===== config.mk =====
export PLATFORM = sky130hd
export DESIGN_NAME = aics_top
export DESIGN_NICKNAME = d
export VERILOG_FILES = /design/src/aics_pkg.sv /design/src/aics_decode.sv /design/src/aics_top.sv
export SDC_FILE = /design/constraint.sdc
export NUM_CORES = 1
export LEC_CHECK = 0
export BUFFER_PORTS_ARGS = -buffer_cell sky130_fd_sc_hd__buf_2
export CORE_MARGIN = 2
export CORE_UTILIZATION = 25
export DETAILED_ROUTE_END_ITERATION = 10
export SYNTH_ARGS = -nofsm -noshare
export SYNTH_HDL_FRONTEND = slang
export SYNTH_HIERARCHICAL = 1
export SYNTH_SLANG_ARGS = --single-unit

===== constraint.sdc =====
create_clock -name clock -period 2.9 [get_ports clock]
set_input_delay 0.145 -clock clock [delete_from_list [all_inputs] [get_ports clock]]
set_output_delay 0.145 -clock clock [all_outputs]
set_load 0.01 [all_outputs]

===== src/aics_pkg.sv =====
// Notes on behaviour
// Positive code picks port pin, sensor, supply
// Negative code picks port pin, reference, ground
// Negative ground code means single-ended mode
// Any other negative code means differential
// Positive select answers at 0xbb, all pages
// Negative select answers at 0xba, all pages
// Codes 10110 to 11111 connect nothing
// Upper three bits read zero, writes ignored
// Sensor read only positive, ground negative
// Software selects sensor code for temperature
// Sensor enable bit powers sensor on/off
// Disabled sensor output floats, data invalid
package aics_pkg;

    ////////////////////////////////////////////////////////////////////////
    // Register addresses on the special-function bus
    localparam logic [7:0] ADDR_NEG = 8'hba;
    localparam logic [7:0] ADDR_POS = 8'hbb;
    // Reference control address, not on this block's own map
    localparam logic [7:0] ADDR_REF = 8'hd1;
    // Sensor enable bit position in the reference control register
    localparam int         REF_TEMP_BIT = 2;

    // Reset value of the selection fields, and read value of the unused bits
    localparam logic [4:0] SEL_RESET = 5'h1f;
    localparam logic [2:0] UNUSED_READ = 3'h0;

    ////////////////////////////////////////////////////////////////////////
    // Channel codes
    localparam logic [4:0] CODE_PORT_LAST = 5'h0f;
    localparam logic [4:0] CODE_SPECIAL_A = 5'h10;
    localparam logic [4:0] CODE_SPECIAL_B = 5'h11;
    localparam logic [4:0] CODE_P2_FIRST  = 5'h12;
    localparam logic [4:0] CODE_P2_LAST   = 5'h15;

    // Decoded select lines for one multiplexer leg
    typedef struct packed {
        logic [15:0] port01;   // Port 0 pins 0..7, port 1 pins 0..7
        logic [3:0]  port2;    // Port 2 pins 0..3
        logic        special_a; // Sensor (positive) or reference (negative)
        logic        special_b; // Supply (positive) or ground (negative)
    } aics_sel_s;

endpackage : aics_pkg


===== src/aics_decode.sv =====
`timescale 1ns/10ps
// One-hot decoder for a five-bit multiplexer code
module aics_decode
(
    // Code in
    input  wire logic [4:0]         code,
    // Select lines out
    output aics_pkg::aics_sel_s     sel
);

    ////////////////////////////////////////////////////////////////////////
    // Decoding; unassigned codes leave every line low
    always_comb
    begin
        sel = '0;
        // Port 0 and port 1 pins
        if (code <= aics_pkg::CODE_PORT_LAST)
        begin
            sel.port01[code[3:0]] = 1'b1;
        end
        // Sensor or reference slot
        else if (code == aics_pkg::CODE_SPECIAL_A)
        begin
            sel.special_a = 1'b1;
        end
        // Supply or ground slot
        else if (code == aics_pkg::CODE_SPECIAL_B)
        begin
            sel.special_b = 1'b1;
        end
        // Port 2 pins on larger packages
        else if (code >= aics_pkg::CODE_P2_FIRST && code <= aics_pkg::CODE_P2_LAST)
        begin
            sel.port2[2'(code - aics_pkg::CODE_P2_FIRST)] = 1'b1;
        end
        // Remaining codes select nothing
        else
        begin
            sel = '0;
        end
    end

endmodule : aics_decode


===== src/aics_top.sv =====
`timescale 1ns/10ps
// Input channel selection registers for the converter multiplexer
module aics_top
(
    // Clock and reset
    input  wire logic               clock,
    input  wire logic               rst_n,
    // Special-function register bus
    input  wire logic [7:0]         sfr_addr,
    input  wire logic [7:0]         sfr_wdata,
    input  wire logic               sfr_wr,
    input  wire logic               sfr_rd,
    output logic      [7:0]         sfr_rdata,
    output logic                    sfr_hit,
    // Multiplexer select lines
    output aics_pkg::aics_sel_s     pos_sel,
    output aics_pkg::aics_sel_s     neg_sel,
    // Converter mode and sensor control
    output logic                    single_ended,
    output logic                    temp_sensor_enable,
    output logic                    temp_measure_valid
);

    ////////////////////////////////////////////////////////////////////////
    // Register state
    logic [4:0]          pos_q, pos_d;     // Positive selection field
    logic [4:0]          neg_q, neg_d;     // Negative selection field
    logic                ten_q, ten_d;     // Sensor enable copy
    logic [7:0]          rd_q, rd_d;       // Read data
    logic                hit_q, hit_d;     // Address hit on read
    aics_pkg::aics_sel_s pos_dec, neg_dec; // Decoded from next values
    aics_pkg::aics_sel_s psel_q, nsel_q;   // Registered select lines
    logic                se_q, se_d;       // Single-ended mode flag
    logic                tv_q, tv_d;       // Sensor reading trustworthy

    ////////////////////////////////////////////////////////////////////////
    // Address match, shared by the write and read paths
    function automatic logic addr_is(input logic [7:0] addr, input logic [7:0] want);
        addr_is = (addr == want);
    endfunction : addr_is

    // Decoders look at next values so outputs align with the register
    aics_decode u_pos (.code(pos_d), .sel(pos_dec));
    aics_decode u_neg (.code(neg_d), .sel(neg_dec));

    ////////////////////////////////////////////////////////////////////////
    // Next-state logic; page register is ignored entirely
    always_comb
    begin
        pos_d = pos_q;
        neg_d = neg_q;
        ten_d = ten_q;
        rd_d  = 8'h00;
        hit_d = 1'b0;
        if (sfr_wr)
        begin
            // Positive select, any page
            // Upper bits dropped on write
            if (addr_is(sfr_addr, aics_pkg::ADDR_POS))
            begin
                pos_d = sfr_wdata[4:0];
            end
            // Negative select, any page
            if (addr_is(sfr_addr, aics_pkg::ADDR_NEG))
            begin
                neg_d = sfr_wdata[4:0];
            end
            // Sensor enable in reference control
            if (addr_is(sfr_addr, aics_pkg::ADDR_REF))
            begin
                ten_d = sfr_wdata[aics_pkg::REF_TEMP_BIT];
            end
        end
        if (sfr_rd)
        begin
            // Unused bits read zero
            if (addr_is(sfr_addr, aics_pkg::ADDR_POS))
            begin
                rd_d  = {aics_pkg::UNUSED_READ, pos_q};
                hit_d = 1'b1;
            end
            else if (addr_is(sfr_addr, aics_pkg::ADDR_NEG))
            begin
                rd_d  = {aics_pkg::UNUSED_READ, neg_q};
                hit_d = 1'b1;
            end
        end
    end

    ////////////////////////////////////////////////////////////////////////
    // Mode group: follows the next field values so that mode and select
    // lines change on the same edge as the field they describe
    always_comb
    begin
        // Ground on negative gives single-ended
        // Everything else is differential
        se_d = (neg_d == aics_pkg::CODE_SPECIAL_B);
        // Sensor valid only positive sensor, ground negative
        // Disabled sensor floats, so never valid
        tv_d = (pos_d == aics_pkg::CODE_SPECIAL_A) && se_d && ten_d;
    end

    ////////////////////////////////////////////////////////////////////////
    // Bus group registers: fields, sensor enable, read return
    always_ff @(posedge clock or negedge rst_n)
    begin
        if (!rst_n)
        begin
            // Idle codes connect nothing until software picks a channel
            pos_q <= aics_pkg::SEL_RESET;
            neg_q <= aics_pkg::SEL_RESET;
            ten_q <= 1'b0;
            rd_q  <= 8'h00;
            hit_q <= 1'b0;
        end
        else
        begin
            pos_q <= pos_d;
            neg_q <= neg_d;
            ten_q <= ten_d;
            rd_q  <= rd_d;
            hit_q <= hit_d;
        end
    end

    ////////////////////////////////////////////////////////////////////////
    // Mode group registers: decoded selects and converter flags
    always_ff @(posedge clock or negedge rst_n)
    begin
        if (!rst_n)
        begin
            // All switches open and sensor reading untrusted in reset
            psel_q <= '0;
            nsel_q <= '0;
            se_q   <= 1'b0;
            tv_q   <= 1'b0;
        end
        else
        begin
            psel_q <= pos_dec;
            nsel_q <= neg_dec;
            se_q   <= se_d;
            tv_q   <= tv_d;
        end
    end

    // Outputs straight from flops
    assign sfr_rdata          = rd_q;
    assign sfr_hit            = hit_q;
    assign pos_sel            = psel_q;
    assign neg_sel            = nsel_q;
    assign single_ended       = se_q;
    assign temp_sensor_enable = ten_q;
    assign temp_measure_valid = tv_q;
endmodule : aics_top


==> Flow_metrics.wiki <==
{| class="wikitable"
! Metric !! Value
|-
| Outcome || complete, no violations
|-
| Total of endpoints with negative setup slack in the final report || 0
|-
| Max-cap violations || 0
|-
| Share of layout cells above drive strength 1 || 0.440
|-
| Critical Path, Cell by Cell || buf_2 -> nand4b_4 -> nor4_4 -> mux2_2 -> or3_1 -> nor2_1
|-
| Type of the worst min-delay path || in2reg
|-
| Most frequent cells after synthesis || dfrtp_1, nor2_1, nor3_1
|-
| Worst setup slack for register-to-register paths || 1390 ps
|-
| Leading post-synthesis cells by cell area || dfrtp_1, dfstp_2, nor2_1
|-
| Chip height || 101 um
|-
| Mapped Cells || 177
|-
| Yosys Warn Count || 6
|-
| Area growth, synth to finish || 28.8%
|-
| Power after layout || 1.82 mW
|-
| Floorplan Core Area || 0.00915 mm2
|-
| Count of input and output buffers || 69
|-
| Max H-tree Level || 3
|-
| Post-synthesis cell type count || 29
|-
| Longest individual stage delay on the worst path || 470 ps
|-
| Number of sinks on the clock net || 63
|-
| Gp weighted congestion || 0.726
|-
| Worst Min Path Start || sfr_wdata[3]
|-
| Library cell contributing the largest single delay on the critical path || or3_1
|-
| Count of unresolved DRC violations after routing || 0
|-
| Seq/Total Area, Yosys || 0.677
|-
| Hold buffer count at CTS || 1
|-
| Type of element capturing the critical path || flop
|-
| Unrepaired setup endpoints after global routing || false
|-
| Clock Skews || 8.82 ps
|-
| Average size of a mapped cell || 13.3 um2
|-
| Final HPWL DP || 3600 um
|-
| Proportion of netlist area held by the largest area contributor || 0.565
|-
| Highest clock rate || 0.588 GHz
|-
| Detail Route Antenna Nets || 0
|-
| Slew at the pin closest to its max-slew limit || 945 ps
|-
| Routed wirelength normalized by instance count || 13.6 um
|-
| Total number of nets in the final design || 274
|-
| Number of detailed-routing iterations run before antenna repair || 4
|-
| Total number of vias || 1530
|-
| EDFF count, synth || 0
|-
| Main synth FF type || dfrtp_1
|-
| Crit path max-delay family || simple AND/OR/NAND/NOR gates
|-
| Launch point of the worst reg-to-reg path || pos_q[4]
|-
| Overall die area || 0.0102 mm2
|-
| Pin count of the biggest net entering global routing || 45
|-
| Count leader, synth || dfrtp_1
|-
| End of the worst hold path || neg_q[3]
|-
| Cell at the root of the clock tree || clkbuf_8
|-
| Worst EP arrival || 1960 ps
|-
| Pins over their slew limit || 0
|-
| Effective utilization at floorplan || 0.256
|-
| Setup crit start kind || primary input
|-
| CP max FO || 7
|-
| DRT Wirelength || 5010 um
|-
| Buffers inserted during post-CTS setup optimization || 0
|-
| Share of synthesized registers carrying an async set or reset || 1.00
|-
| Synthesized flop and latch total || 63
|-
| Wire length of the first global-routing pass || 7790 um
|-
| Total gr overflow || 0
|-
| Count of boundary I/O pins || 76
|-
| CTS Buffer Depth || 2
|-
| Vias in the first global route || 1589
|-
| Initial drt markers || 66
|-
| Fin. Hold Viols || 0
|-
| Final min period || 1700 ps
|-
| Summed negative setup slack over all endpoints || 0 ps
|-
| Clock slew seen by the registers of the worst setup and hold paths || 70 ps
|-
| Count of cells resized by post-cts repair || 0
|-
| Number of standard-cell rows in the floorplan || 35
|-
| Worst-skew pair later-pin latency || 330 ps
|-
| Type of the worst setup path || in2reg
|-
| Final clock period utilization by the worst path || 0.586
|-
| Required @ worst endpoint || 3160 ps
|-
| Detailed-route vias per instance || 4.14
|-
| Die Width || 101 um
|-
| Cell type with the highest aggregate area in the netlist || dfrtp_1
|-
| Post-synth design cell area || 0.00235 mm2
|-
| Number of antenna violations at the first check in global routing || 0
|-
| CP Buf/Inv Count || 1
|-
| Count of cells along the worst register-to-register path || 3
|-
| Total track usage || 0.102
|-
| Diode count || 0
|-
| Worst supply voltage drop on vdd || 228 uV
|-
| TritonCTS buffer count || 9
|-
| TritonCTS clock tree || built
|-
| Worst rel slew slack || 0.370
|-
| Power density relative to cell area || 602 mW/mm2
|-
| Worst R2R End || temp_measure_valid
|-
| Worst Hold Path Cells || 2
|-
| Static power due to leakage || 1.58 nW
|}
-- cell type report --
class	count	area [um2]
fillers	908	6130
flip-flops and latches	63	1590
multi-input cells	106	711
repair buffers	71	363
clock buffers	13	169
well taps	111	139
clock inverters	3	40.0
inverters	3	11.3
-- sequential cells by signal (all words and copies together) (netlist names) --
signal,count
sfr_hit,1
neg_sel,22
pos_sel,22
single_ended,1
pos_q,5
temp_sensor_enable,1
neg_q,5
temp_measure_valid,1
sfr_rdata,5
-- kinds of logic after synthesis --
logic type             after synthesis  share of synthesized area
other                                1                    0.00160
multiplexers                        18                     0.0827
buffers and inverters               10                     0.0229
AND/OR/NAND/NOR                     85                      0.215
flip-flops                          63                      0.677
-- how the worst max path moves through the flow --
stage                startpoint     endpoint  cells after the start
floorplan           sfr_addr[0]   neg_sel[0]                      6
CTS                 sfr_addr[6]  neg_sel[10]                      6
global route        sfr_addr[6]  neg_sel[10]                      6
global placement    sfr_addr[6]  neg_sel[16]                      6
detailed placement  sfr_addr[6]  neg_sel[10]                      6
finish              sfr_addr[6]  neg_sel[10]                      6
-- power by group --
part / internal [mW] / switching [mW] / total, mW
combinational: 0.0454 / 0.0840 / 0.129
sequential: 0.905 / 0.00880 / 0.914
clock: 0.465 / 0.311 / 0.776
total: 1.42 / 0.404 / 1.82
-- through the flow --
step / worst slack [ps] / hold WS, ps / utilization / cells / instance area (um2)
3_5_place_dp: 826 / 348 / 0.306 / 353 / 2800
4_1_cts: 1180 / 142 / 0.330 / 370 / 3020
3_3_place_gp: 848 / 330 / 0.306 / 353 / 2800
2_1_floorplan: 1100 / -151 / - / 179 / 2350
5_1_grt: 1060 / 168 / 0.330 / 370 / 3020
6_report: 1200 / 154 / 0.330 / 370 / 3020
-- per-layer routing --
layer | GRT usage | part of all wire | vias to the layer above
met1 | 0.130 | 0.46 | 746
met5 | 0 | 0 | -
met2 | 0.153 | 0.47 | 42
met3 | 0.0354 | 0.059 | 4
li1 | - | - | 738
met4 | 0.0506 | 0.014 | 0
-- placed cells by master, fill, tap and decap left out, types with 3 or more instances in the layout --
cell and count:
buf_2 69, clkbuf_8 12, conb_1 3, dfrtp_1 53, dfstp_2 10, inv_1 3
mux2_2 10, mux2i_1 7, nand2_1 4, nand2b_1 7, nand3b_1 3, nor2_1 38
nor3_1 13, or3b_1 4
-- worst reg2reg max path: stages, from the launching register on --
cell and delay, ps:
dfstp_2 540, or4b_2 580, mux2i_1 130, and4b_1 200
Note: power is estimated with default switching activity, not from simulation.
